$ cat src/inc/clock_timer_pkg.sv
// Notes on behaviour
// - 8-bit up-counter clocked by 256 Hz tick
// - Bit 0 is 128 Hz, bit 7 is 1 Hz
// - Count read-only, zero after reset
// - Flags set on falls of 32/8/2/1 Hz bits
// - Flags set regardless of enable or priority
// - Write one clears flag, reset clears all
// - Request when flag, enable, priority above mask
// - Two-bit priority, zero disables, resets zero
// - Bits 0-3 are 1/2/8/32 Hz, enables reset off
// - Each source has its own vector address
// - Clear bit zeroes count, reads zero
// - Run bit starts, stops, keeps count
// - Run changes at tick fall, reads until stopped
package clock_timer_pkg;
	localparam int ADDR_W = 16;
	localparam int DATA_W = 8;
	localparam int COUNT_W = 8;
	localparam int NSRC = 4;

	// Register offsets
	localparam logic [15:0] OFF_PRIO = 16'hff20;
	localparam logic [15:0] OFF_EN = 16'hff22;
	localparam logic [15:0] OFF_FLAG = 16'hff26;
	localparam logic [15:0] OFF_FLAG_CLR = 16'hff27;
	localparam logic [15:0] OFF_CTRL = 16'hff40;
	localparam logic [15:0] OFF_COUNT = 16'hff41;

	// Field positions
	localparam int CTRL_RUN_BIT = 0;
	localparam int CTRL_CLR_BIT = 1;
	localparam int PRIO_LO_BIT = 0;
	localparam int PRIO_HI_BIT = 1;
	localparam int FLAG_1HZ = 0;
	localparam int FLAG_2HZ = 1;
	localparam int FLAG_8HZ = 2;
	localparam int FLAG_32HZ = 3;

	// Counter bits feeding each flag
	localparam int SRC_1HZ = 7;
	localparam int SRC_2HZ = 6;
	localparam int SRC_8HZ = 4;
	localparam int SRC_32HZ = 2;

	// Values after reset
	localparam logic [7:0] COUNT_RST = 8'h00;
	localparam logic [1:0] PRIO_RST = 2'h0;
	localparam logic [3:0] EN_RST = 4'h0;
	localparam logic [3:0] FLAG_RST = 4'h0;
	localparam logic RUN_RST = 1'b0;

	// Prescaler
	localparam int OSC_HZ = 32768;
	localparam int TICK_HZ = 256;
	localparam int OSC_DIV = OSC_HZ / TICK_HZ;
	localparam int PRESC_W = $clog2(OSC_DIV);

	// Exception vectors
	localparam logic [23:0] VEC_32HZ = 24'h000034;
	localparam logic [23:0] VEC_8HZ = 24'h000036;
	localparam logic [23:0] VEC_2HZ = 24'h000038;
	localparam logic [23:0] VEC_1HZ = 24'h00003a;
	localparam logic [23:0] VEC_NONE = 24'h000000;

	typedef enum logic {ST_STOP, ST_RUN} run_state_t;
endpackage

$ cat src/hdl/tick_prescaler.sv
`timescale 1ns/1ns
`default_nettype none
module tick_prescaler #(
	parameter int DIV = clock_timer_pkg::OSC_DIV,
	parameter int W = clock_timer_pkg::PRESC_W
) (
	input wire logic core_clk, // System clock
	input wire logic arst_n, // Async reset
	input wire logic osc_rise, // One pulse per oscillator cycle
	output logic tick_level_ff, // 256 Hz square wave
	output logic tick_fall_ff // Pulse on tick falling edge
);
	localparam logic [W-1:0] LAST = W'(DIV - 1);
	localparam logic [W-1:0] HALF = W'(DIV / 2 - 1);
	logic [W-1:0] div_ff;

	// free-running divider
	// Never gated by run state, so the tick phase stays stable
	always_ff @(posedge core_clk or negedge arst_n) begin
		if (!arst_n) begin
			div_ff <= '0;
		end else if (osc_rise) begin
			div_ff <= (div_ff == LAST) ? '0 : div_ff + 1'b1;
		end
	end

	// Tick high in second half of each period
	always_ff @(posedge core_clk or negedge arst_n) begin
		if (!arst_n) begin
			tick_level_ff <= 1'b0;
		end else if (osc_rise && div_ff == HALF) begin
			tick_level_ff <= 1'b1;
		end else if (osc_rise && div_ff == LAST) begin
			tick_level_ff <= 1'b0;
		end
	end

	always_ff @(posedge core_clk or negedge arst_n) begin
		if (!arst_n) begin
			tick_fall_ff <= 1'b0;
		end else begin
			tick_fall_ff <= osc_rise && div_ff == LAST;
		end
	end
endmodule
`default_nettype wire

$ cat src/hdl/clock_timer_with_interrupts.sv
`timescale 1ns/1ns
`default_nettype none
module clock_timer_with_interrupts (
	input wire logic core_clk, // 50 MHz system clock
	input wire logic arst_n, // Async reset, active low
	input wire logic low_speed_oscillator, // 32768 Hz pin
	input wire logic [15:0] addr, // Register address
	input wire logic [7:0] wdata, // Write data
	input wire logic wr_stb, // Write strobe
	input wire logic rd_stb, // Read strobe
	output logic [7:0] rdata, // Read data, cycle after strobe
	input wire logic cpu_mask_lo, // CPU mask level bit 0
	input wire logic cpu_mask_hi, // CPU mask level bit 1
	output logic irq, // Interrupt request level
	output logic [1:0] irq_level, // Requested priority
	output logic [23:0] irq_vector, // Vector of chosen source
	output logic count_bit_128hz, // Counter bit 0
	output logic count_bit_1hz // Counter bit 7
);
	// Oscillator synchroniser
	logic osc_meta_ff;
	logic osc_sync_ff;
	logic osc_prev_ff;
	logic osc_rise;

	// Prescaler output, the square wave itself is not needed here
	logic tick_fall;

	// Counter and control state
	logic [7:0] count_ff;
	logic [7:0] nxt_count;
	logic run_req_ff;
	clock_timer_pkg::run_state_t run_state_ff;
	logic count_inc;
	logic [7:0] count_plus;
	logic count_clr;
	logic run_rd;

	// Interrupt state
	logic [1:0] prio_ff;
	logic [3:0] en_ff;
	logic [3:0] flag_ff;
	logic [3:0] flag_set;
	logic [3:0] flag_clr;
	logic [3:0] pending;
	logic [1:0] mask_level;
	logic req_now;
	logic irq_ff;
	logic [1:0] irq_level_ff;
	logic [23:0] irq_vector_ff;

	// Bus decode
	logic wr_prio;
	logic wr_en;
	logic wr_flag;
	logic wr_flag_clr;
	logic wr_ctrl;
	logic [7:0] rd_mux;
	logic [7:0] rdata_ff;

	// Gather the four source bits in flag order
	function automatic logic [3:0] pick_src(input logic [7:0] c);
		logic [3:0] s;
		s = '0;
		s[clock_timer_pkg::FLAG_1HZ] = c[clock_timer_pkg::SRC_1HZ];
		s[clock_timer_pkg::FLAG_2HZ] = c[clock_timer_pkg::SRC_2HZ];
		s[clock_timer_pkg::FLAG_8HZ] = c[clock_timer_pkg::SRC_8HZ];
		s[clock_timer_pkg::FLAG_32HZ] = c[clock_timer_pkg::SRC_32HZ];
		return s;
	endfunction

	// Four-bit register image in the low nibble, upper bits zero
	function automatic logic [7:0] pad_nibble(input logic [3:0] v);
		return {4'h0, v};
	endfunction

	// Vector of the fastest pending source, none when idle
	// Fixed order keeps the 32 Hz service latency lowest
	function automatic logic [23:0] vec_of(input logic [3:0] p);
		logic [23:0] v;
		v = clock_timer_pkg::VEC_NONE;
		if (p[clock_timer_pkg::FLAG_1HZ]) begin
			v = clock_timer_pkg::VEC_1HZ;
		end
		if (p[clock_timer_pkg::FLAG_2HZ]) begin
			v = clock_timer_pkg::VEC_2HZ;
		end
		if (p[clock_timer_pkg::FLAG_8HZ]) begin
			v = clock_timer_pkg::VEC_8HZ;
		end
		if (p[clock_timer_pkg::FLAG_32HZ]) begin
			v = clock_timer_pkg::VEC_32HZ;
		end
		return v;
	endfunction

	// Two flops before anyone looks at the pin
	always_ff @(posedge core_clk or negedge arst_n) begin
		if (!arst_n) begin
			osc_meta_ff <= 1'b0;
			osc_sync_ff <= 1'b0;
		end else begin
			osc_meta_ff <= low_speed_oscillator;
			osc_sync_ff <= osc_meta_ff;
		end
	end

	// Previous synchronised level for edge detection
	always_ff @(posedge core_clk or negedge arst_n) begin
		if (!arst_n) begin
			osc_prev_ff <= 1'b0;
		end else begin
			osc_prev_ff <= osc_sync_ff;
		end
	end

	// Edge taken after the synchroniser only
	assign osc_rise = osc_sync_ff & ~osc_prev_ff;

	// 256 Hz tick generator
	tick_prescaler #(
		.DIV(clock_timer_pkg::OSC_DIV),
		.W(clock_timer_pkg::PRESC_W)
	) u_presc (
		.core_clk(core_clk),
		.arst_n(arst_n),
		.osc_rise(osc_rise),
		.tick_level_ff(),
		.tick_fall_ff(tick_fall)
	);

	// Write decode, one target per strobe
	always_comb begin
		wr_prio = 1'b0;
		wr_en = 1'b0;
		wr_flag = 1'b0;
		wr_flag_clr = 1'b0;
		wr_ctrl = 1'b0;
		if (wr_stb) begin
			case (addr)
				clock_timer_pkg::OFF_PRIO: begin
					wr_prio = 1'b1;
				end
				clock_timer_pkg::OFF_EN: begin
					wr_en = 1'b1;
				end
				clock_timer_pkg::OFF_FLAG: begin
					wr_flag = 1'b1;
				end
				clock_timer_pkg::OFF_FLAG_CLR: begin
					wr_flag_clr = 1'b1;
				end
				clock_timer_pkg::OFF_CTRL: begin
					wr_ctrl = 1'b1;
				end
				clock_timer_pkg::OFF_COUNT: begin
					wr_ctrl = 1'b0;
				end
				default: begin
					wr_ctrl = 1'b0;
				end
			endcase
		end
	end

	// Clear request, bit shared with the run write
	assign count_clr = wr_ctrl && wdata[clock_timer_pkg::CTRL_CLR_BIT];

	always_ff @(posedge core_clk or negedge arst_n) begin
		if (!arst_n) begin
			run_req_ff <= clock_timer_pkg::RUN_RST;
		end else if (wr_ctrl) begin
			run_req_ff <= wdata[clock_timer_pkg::CTRL_RUN_BIT];
		end
	end

	// request takes effect at tick fall
	// A stop still lets this fall increment once
	always_ff @(posedge core_clk or negedge arst_n) begin
		if (!arst_n) begin
			run_state_ff <= clock_timer_pkg::ST_STOP;
		end else if (tick_fall) begin
			case (run_state_ff)
				clock_timer_pkg::ST_STOP: begin
					if (run_req_ff) begin
						run_state_ff <= clock_timer_pkg::ST_RUN;
					end
				end
				clock_timer_pkg::ST_RUN: begin
					if (!run_req_ff) begin
						run_state_ff <= clock_timer_pkg::ST_STOP;
					end
				end
				default: begin
					run_state_ff <= clock_timer_pkg::ST_STOP;
				end
			endcase
		end
	end

	// count on tick fall while running
	assign count_inc = tick_fall && run_state_ff == clock_timer_pkg::ST_RUN;

	// Incremented value, shared by the counter and the flag edges
	assign count_plus = count_ff + 8'h01;

	// Next count value
	always_comb begin
		nxt_count = count_ff;
		if (count_clr) begin
			nxt_count = clock_timer_pkg::COUNT_RST;
		end else if (count_inc) begin
			nxt_count = count_plus;
		end
	end

	always_ff @(posedge core_clk or negedge arst_n) begin
		if (!arst_n) begin
			count_ff <= clock_timer_pkg::COUNT_RST;
		end else begin
			count_ff <= nxt_count;
		end
	end

	// falls seen only on real increments
	// A clear is not treated as a clock edge of the bits
	assign flag_set = count_inc ? (pick_src(count_ff) & ~pick_src(count_plus)) : 4'h0;

	// write one clears, via either address
	assign flag_clr = (wr_flag || wr_flag_clr) ? wdata[3:0] : 4'h0;

	// flags set with no regard to enable
	// Set wins over a clear in the same cycle
	always_ff @(posedge core_clk or negedge arst_n) begin
		if (!arst_n) begin
			flag_ff <= clock_timer_pkg::FLAG_RST;
		end else begin
			flag_ff <= (flag_ff & ~flag_clr) | flag_set;
		end
	end

	always_ff @(posedge core_clk or negedge arst_n) begin
		if (!arst_n) begin
			en_ff <= clock_timer_pkg::EN_RST;
		end else if (wr_en) begin
			en_ff <= wdata[3:0];
		end
	end

	always_ff @(posedge core_clk or negedge arst_n) begin
		if (!arst_n) begin
			prio_ff <= clock_timer_pkg::PRIO_RST;
		end else if (wr_prio) begin
			prio_ff <= {wdata[clock_timer_pkg::PRIO_HI_BIT], wdata[clock_timer_pkg::PRIO_LO_BIT]};
		end
	end

	// Enabled and latched sources
	assign pending = flag_ff & en_ff;
	assign mask_level = {cpu_mask_hi, cpu_mask_lo};

	// request while priority beats the mask
	// Level zero can never exceed any mask
	assign req_now = (|pending) && prio_ff > mask_level;

	// Request level registered for the output pin
	always_ff @(posedge core_clk or negedge arst_n) begin
		if (!arst_n) begin
			irq_ff <= 1'b0;
		end else begin
			irq_ff <= req_now;
		end
	end

	// Level shown whenever a source is pending, mask or not
	always_ff @(posedge core_clk or negedge arst_n) begin
		if (!arst_n) begin
			irq_level_ff <= 2'h0;
		end else begin
			irq_level_ff <= (|pending) ? prio_ff : 2'h0;
		end
	end

	// vector of fastest pending source first
	always_ff @(posedge core_clk or negedge arst_n) begin
		if (!arst_n) begin
			irq_vector_ff <= clock_timer_pkg::VEC_NONE;
		end else begin
			irq_vector_ff <= vec_of(pending);
		end
	end

	assign run_rd = run_req_ff | (run_state_ff == clock_timer_pkg::ST_RUN);

	// Read mux, unmapped and reserved bits read zero
	always_comb begin
		rd_mux = 8'h00;
		case (addr)
			clock_timer_pkg::OFF_PRIO: begin
				rd_mux[clock_timer_pkg::PRIO_LO_BIT] = prio_ff[0];
				rd_mux[clock_timer_pkg::PRIO_HI_BIT] = prio_ff[1];
			end
			clock_timer_pkg::OFF_EN: begin
				rd_mux = pad_nibble(en_ff);
			end
			clock_timer_pkg::OFF_FLAG: begin
				rd_mux = pad_nibble(flag_ff);
			end
			clock_timer_pkg::OFF_FLAG_CLR: begin
				// Write-only alias, reads as zero
				rd_mux = 8'h00;
			end
			clock_timer_pkg::OFF_CTRL: begin
				// run bit as software sees it
				rd_mux[clock_timer_pkg::CTRL_RUN_BIT] = run_rd;
				rd_mux[clock_timer_pkg::CTRL_CLR_BIT] = 1'b0;
			end
			clock_timer_pkg::OFF_COUNT: begin
				// bit 0 fastest, bit 7 slowest
				rd_mux = count_ff;
			end
			default: begin
				rd_mux = 8'h00;
			end
		endcase
	end

	// Read data registered, zero when no read
	always_ff @(posedge core_clk or negedge arst_n) begin
		if (!arst_n) begin
			rdata_ff <= 8'h00;
		end else if (rd_stb) begin
			rdata_ff <= rd_mux;
		end else begin
			rdata_ff <= 8'h00;
		end
	end

	// Outputs straight from flops
	assign rdata = rdata_ff;
	assign irq = irq_ff;
	assign irq_level = irq_level_ff;
	assign irq_vector = irq_vector_ff;
	assign count_bit_128hz = count_ff[0];
	assign count_bit_1hz = count_ff[7];
endmodule
`default_nettype wire

$ cat config.mk
export PLATFORM = sky130hd
export DESIGN_NAME = clock_timer_with_interrupts
export DESIGN_NICKNAME = d
export VERILOG_FILES = /design/src/inc/clock_timer_pkg.sv /design/src/hdl/tick_prescaler.sv /design/src/hdl/clock_timer_with_interrupts.sv
export SDC_FILE = /design/constraint.sdc
export NUM_CORES = 1
export LEC_CHECK = 0
export BUFFER_PORTS_ARGS = -buffer_cell sky130_fd_sc_hd__buf_4
export CAP_MARGIN = 0
export CORE_MARGIN = 1
export CORE_UTILIZATION = 46
export DETAILED_ROUTE_END_ITERATION = 8
export GPL_TIMING_DRIVEN = 0
export HOLD_SLACK_MARGIN = 0.05
export PLACE_DENSITY_LB_ADDON = 0.1
export SETUP_SLACK_MARGIN = 0.15
export SLEW_MARGIN = 30
export SYNTH_ARGS = -nofsm -noshare
export SYNTH_HDL_FRONTEND = slang
export SYNTH_SLANG_ARGS = --single-unit
export TNS_END_PERCENT = 5
$ cat constraint.sdc
create_clock -name core_clk -period 1.6 [get_ports core_clk]
set_input_delay 0.16 -clock core_clk [delete_from_list [all_inputs] [get_ports core_clk]]
set_output_delay 0.16 -clock core_clk [all_outputs]
set_load 0.05 [all_outputs]
==> results of run 1 <==
metal layers:
metal  GRT usage [%]  part of all wire, %  vias up
met4            6.84                  1.5        0
met5               0                    0        -
met3            4.66                  5.2        8
met1            25.4                   45      851
met2            30.7                   48       54
li1                -                    -      894
worst max-delay path: cells and delay by family, from the launching register on:
| kind | cells | cell delay (ns) |
|---|---|---|
| and+or+nand+nor | 3 | 0.41 |
| adders and majority gates | 2 | 0.42 |
| DFF | 1 | 0.45 |
| AOI/OAI and AO/OA | 1 | 0.15 |
final cells by class:
type | instances | share of cell area [%]
well taps | 67 | 2.75
multi-input cells | 159 | 38.0
clock buffers | 6 | 2.38
clock inverters | 2 | 0.452
plain buffers | 22 | 5.18
repair buffers | 51 | 12.7
inverters | 5 | 0.616
flip-flops and latches | 46 | 37.9
state kept, by name, indices dropped and copies added (netlist names):
name and cells:
u_presc.div_ff 7, irq 1, osc_sync_ff 1, prio_ff 2, irq_vector 4, en_ff 4
osc_prev_ff 1, osc_meta_ff 1, rdata 8, count_ff 8, u_presc.tick_fall_ff 1, irq_level 2
flag_ff 4, run_state_ff 1, run_req_ff 1
worst max path at each step:
stage | from | endpoint | slack [ns] | cells past startpoint
final | count_ff[0] | count_ff[6] | 0.10 | 6
after global routing | count_ff[0] | count_ff[6] | 0.07 | 6
after CTS | addr[4] | rdata[3] | 0.04 | 5
after detailed placement | addr[4] | flag_ff[3] | -0.28 | 5
after global placement | addr[4] | flag_ff[0] | -0.28 | 5
after floorplan | addr[0] | en_ff[0] | 0.01 | 4
where the power goes:
part | internal (mW) | total [mW] | switching [mW] | leakage (nW)
clock | 0.309 | 0.688 | 0.380 | 0.0452
combinational | 0.138 | 0.351 | 0.213 | 0.839
sequential | 1.22 | 1.28 | 0.0616 | 0.581
synth_stat cells (4+ instances only):
master | n | area [µm²]
nor2b_1 | 5 | 31.3
nand3_1 | 8 | 40.0
nand2_1 | 23 | 86.3
buf_4 | 20 | 150
dfrtp_1 | 46 | 1150
ha_1 | 8 | 100
nor2_1 | 6 | 22.5
nor3_1 | 7 | 35.0
a21oi_1 | 12 | 60.1
a32o_1 | 4 | 40.0
nor4_1 | 4 | 25.0
inv_1 | 5 | 18.8
mux2_4 | 4 | 60.1
xnor2_1 | 5 | 43.8
and3_1 | 7 | 43.8
mux2_2 | 4 | 45.0
per-stage QoR:
stage               area [µm²]  worst slack, ns
floorplan                 2440           0.0136
detailed placement        2850           -0.283
CTS                       2970           0.0373
global route              3050           0.0712
finish                    3050            0.103
global placement          2850           -0.275
timing repair:
action,in CTS,in global routing
buffers inserted,0,5
pin swaps,0,5
hold buffers,2,0
endpoints found under the setup margin,14,25
endpoints found under the hold margin,47,0
gates resized for setup,1,6
cells by family after synthesis:
| group | share of synthesized area (%) |
|---|---|
| compound gates | 8.43 |
| buf+inv | 7.52 |
| xor+xnor | 2.24 |
| other cells | 0.160 |
| flops | 49.1 |
| fa+ha+maj | 4.27 |
| mux | 4.48 |
| simple gates | 23.8 |
==> impl_metrics.toml, run 1 <==
[outcome]
status = "completed"

[timing]
rsz0062_at_grt = "true"
finalHoldViolations = 0
slew-limit-headroom_pct = 63.0
timing.final.crit_share_pct = 93.6
setup_viol = 0
clock_skew_ns = 0.00756
worst_pin_slew_ns = 0.556
tns_ns = 0
holdWs_ns = 0.114
finalCriticalPeriod_ns = 1.50
max_freq_mhz = 668
report.final.slew_viol_count = 0

[route]
vias_per_cell = 5.05
drc = 0
firstDrtPassIters = 5
num_vias = 1807
wire_per_inst_um = 13.0
routed_wl_mm = 4.65
first_iter_violations = 104
antenna_left = 0

[grt]
overflow = 0
grt_usage_pct = 19.2
grt_start_max_net_pins = 47
grt_pass1_wl_mm = 7.83
grt_antenna_before_repair = 0
grt_pass1_vias = 1656

[final_layout]
final_cell_mix = "69 x buf_4, 44 x dfrtp_1, 23 x nand2_1"
area_growth_pct = 29.9
final_cells = 358
final_nets = 329
antenna_cells = 0
mostFrequentLayoutCell = "buf_4"
nFillCells = 410
fin_util_pct = 63.2
area.sequential_mm2 = 0.00115
drive_above_1_share_pct = 35.4
multi_input_area_mm2 = 0.00116

[hold_path]
holdPathEnd = "en_ff[2]"
hold_depth = 2
hold_path.class = "in2reg"
hold_start = "wdata[2]"

[power_and_ir_drop]
report.power.total_mw = 2.32
power.leakage_nw = 1.47
power_density_mw_per_mm2 = 762
ir_drop_mv = 0.359

[synth]
synthArstFlopShare_pct = 100
ys_seq_area_share_pct = 49.1
synth_edf_count = 0
synthFlopType = "dfrtp_1"
synthCells = 214
synth.distinct_cells = 44
ys_warn_count = 0
syn_area_per_cell_um2 = 11.0
synth-seq-cells = 46
syn-cell-area_mm2 = 0.00234

[clock_network]
clkLatencyLatePin_ns = 0.29
cts_tree = "done"
path_clk_slew_ns = 0.09
htree_levels = 2
numCtsBuffers = 5
clock_path_buffers = 2
root_buffer = "clkbuf_8"
clock-sinks = 46

[critical_path]
required_ns = 1.82
r2r_cells = 6
crit_chain = "ha_4 > and3_4 > and3_4 > ha_4 > nand3_1 > a21oi_1"
start_kind = "flop"
critical_path_arrival_ns = 1.72
cp_slowest_stage_delay_ns = 0.45
r2r_start = "count_ff[0]"
crit_path_end_kind = "flop"
reg2reg_to = "count_ff[6]"
regToRegSetupSlack_ns = 0.10
crit_fanout = 4
worst-setup-path-type = "reg2reg"
cp_slowest_cell = "dfrtp_2"

[die]
start_util_pct = 48.7
die_h_um = 73.4
num_rows = 25
fp.dieArea_mm2 = 0.00539
die_x_um = 73.4
io_pins = 68
fp.coreArea_mm2 = 0.00482

[place]
gp_congestion = 0.833
io_buffers = 44
place_inst = 343
dp_hpwl_mm = 3.36

[run]
drv_cap = 0
No activity file was read; power rests on OpenSTA's default activity.
==> run 2: changes to the inputs <==
GPL_TIMING_DRIVEN = not set   (was 0)
HOLD_SLACK_MARGIN = 0.03   (was 0.05)
==> run 2 against run 1 <==
Total power rose by 2.7%; count of clock-buffer cells in the layout rose by 1; sequential power about the same; largest cell class is now flip-flops and latches; setup slack better by 0.057 ns; critical path type unchanged; critical path depth unchanged; sequential share of layout area up 0.66 points; first-iteration DRC count decreased by 26%; die area stayed put; non-clock buffer count shrank 5; combinational power decreased by 6.8%.
==> impl_metrics.toml, run 2 (synthesis results as in run 1) <==
[outcome]
status = "completed"

[timing]
fin_ws_ns = 0.160
finalCriticalPeriod_ns = 1.44
timing.final.crit_share_pct = 90.0
max_freq_mhz = 694
clock_skew_ns = 0.00459
setup_viol = 0
report.final.slew_viol_count = 0
finalHoldViolations = 0
slew-limit-headroom_pct = 62.6
worst_pin_slew_ns = 0.562
rsz0062_at_grt = "true"

[grt]
overflow = 0
grt_pass1_wl_mm = 7.78
grt_pass1_vias = 1625
grt_antenna_before_repair = 0
grt_start_max_net_pins = 47
grt_usage_pct = 19.5

[final_layout]
final_cell_mix = "66 x buf_4, 45 x dfrtp_1, 23 x nand2_1"
multi_input_area_mm2 = 0.00111
mostFrequentLayoutCell = "buf_4"
final_nets = 324
area.sequential_mm2 = 0.00115
area_growth_pct = 27.5
antenna_cells = 0
drive_above_1_share_pct = 33.9
final_cells = 353
nFillCells = 448

[route]
drc = 0
vias_per_cell = 4.97
num_vias = 1754
wire_per_inst_um = 13.1
routed_wl_mm = 4.62
firstDrtPassIters = 4
first_iter_violations = 77
antenna_left = 0

[critical_path]
cp_slowest_cell = "dfrtp_2"
reg2reg_to = "count_ff[6]"
r2r_cells = 6
worst-setup-path-type = "reg2reg"
critical_path_arrival_ns = 1.67
crit_fanout = 2
crit_start = "count_ff[0]"
regToRegSetupSlack_ns = 0.16
r2r_start = "count_ff[0]"
crit_buf_inv = 0
cp_slowest_stage_delay_ns = 0.43
crit_chain = "ha_4 > and3_4 > and3_4 > ha_1 > nand3_1 > a21oi_1"
start_kind = "flop"
required_ns = 1.83
crit_path_frequent_cell = "and3_4"
path_delay_family = "flip-flops"
crit_path_end_kind = "flop"

[hold_path]
hold_start = "wdata[2]"
hold_path.class = "in2reg"
hold_depth = 2
holdPathEnd = "en_ff[2]"

[power_and_ir_drop]
ir_drop_mv = 0.379
report.power.total_mw = 2.38
power.leakage_nw = 1.45
power_density_mw_per_mm2 = 797

[clock_network]
root_buffer = "clkbuf_8"
path_clk_slew_ns = 0.08
numCtsBuffers = 5
clock_path_buffers = 2
clock-sinks = 46
cts_tree = "done"
htree_levels = 2
clkLatencyLatePin_ns = 0.30

[die]
die_x_um = 73.4
fp.coreArea_mm2 = 0.00482
die_h_um = 73.4
start_util_pct = 48.7
io_pins = 68
num_rows = 25
fp.dieArea_mm2 = 0.00539

[place]
io_buffers = 44
gp_congestion = 0.830
pre_cts_ws_ns = -0.130
dp_hpwl_mm = 3.49
place_inst = 342

[run]
drv_cap = 0
[run 2: cell count changes in the layout (fill, tap and decap cells not counted), moves of 2 or more]
| cell | change |
|---|---|
| clkbuf_8 | +2 |
| nand4_4 | -2 |
| nor4_2 | -2 |
| buf_4 | -3 |
| clkbuf_1 | -3 |
| nand4_2 | +2 |
| nor4_1 | +2 |
[run 2: repair_timing]
item                       in CTS  in global routing
cloned                          0                  0
hold endpoints to repair       47                  0
pin swaps                       0                  1
hold buffers                    2                  0
resized for setup               0                  1
setup buffers                   0                  1
setup endpoints to repair       1                 12
[run 2: through the flow]
stage	util (%)	hold WS, ns	setup TNS, ns	instance area, µm²
after floorplan	-	-0.136	0	2440
after global placement	59.2	0.193	-1.66	2850
after detailed placement	59.2	0.194	-1.60	2850
after CTS	61.8	0.0975	0	2980
after global routing	62.1	0.0797	0	2990
final	62.1	0.104	0	2990
[run 2: worst max path at each step]
stage                     depth (start not counted)           endpoint  slack (ns)
after global routing                              5  u_presc.div_ff[0]        0.11
after floorplan                                   4           en_ff[0]        0.01
after detailed placement                          4         run_req_ff       -0.13
final                                             6        count_ff[6]        0.16
after CTS                                         6        count_ff[6]        0.15
after global placement                            5           rdata[5]       -0.13
[run 2: final cells by class]
cell class / instances / area share (%)
clock inverters: 1 / 0.293
well taps: 67 / 2.80
multi-input cells: 159 / 37.3
repair buffers: 68 / 17.2
inverters: 5 / 0.628
clock buffers: 7 / 3.22
flip-flops and latches: 46 / 38.5
[run 2: per-layer routing]
metal	global-route usage [%]	share of wire, %
met1	27.1	48
met2	29.5	46
met3	4.66	4.4
met4	7.05	1.5
met5	0	0
[run 2: power breakdown]
part / switching, mW / leakage, nW / total, mW / internal, mW
sequential: 0.0615 / 0.582 / 1.28 / 1.22
combinational: 0.207 / 0.813 / 0.327 / 0.119
clock: 0.379 / 0.0544 / 0.774 / 0.396
total: 0.648 / 1.45 / 2.38 / 1.73
[run 2: worst register-to-register path: cells and delay by family (launching register included)]
family / cells / cell delay, ns
flip-flops: 1 / 0.43
AO/OA/AOI/OAI: 1 / 0.12
adder cells (fa/ha/maj): 2 / 0.42
AND/OR/NAND/NOR: 3 / 0.40
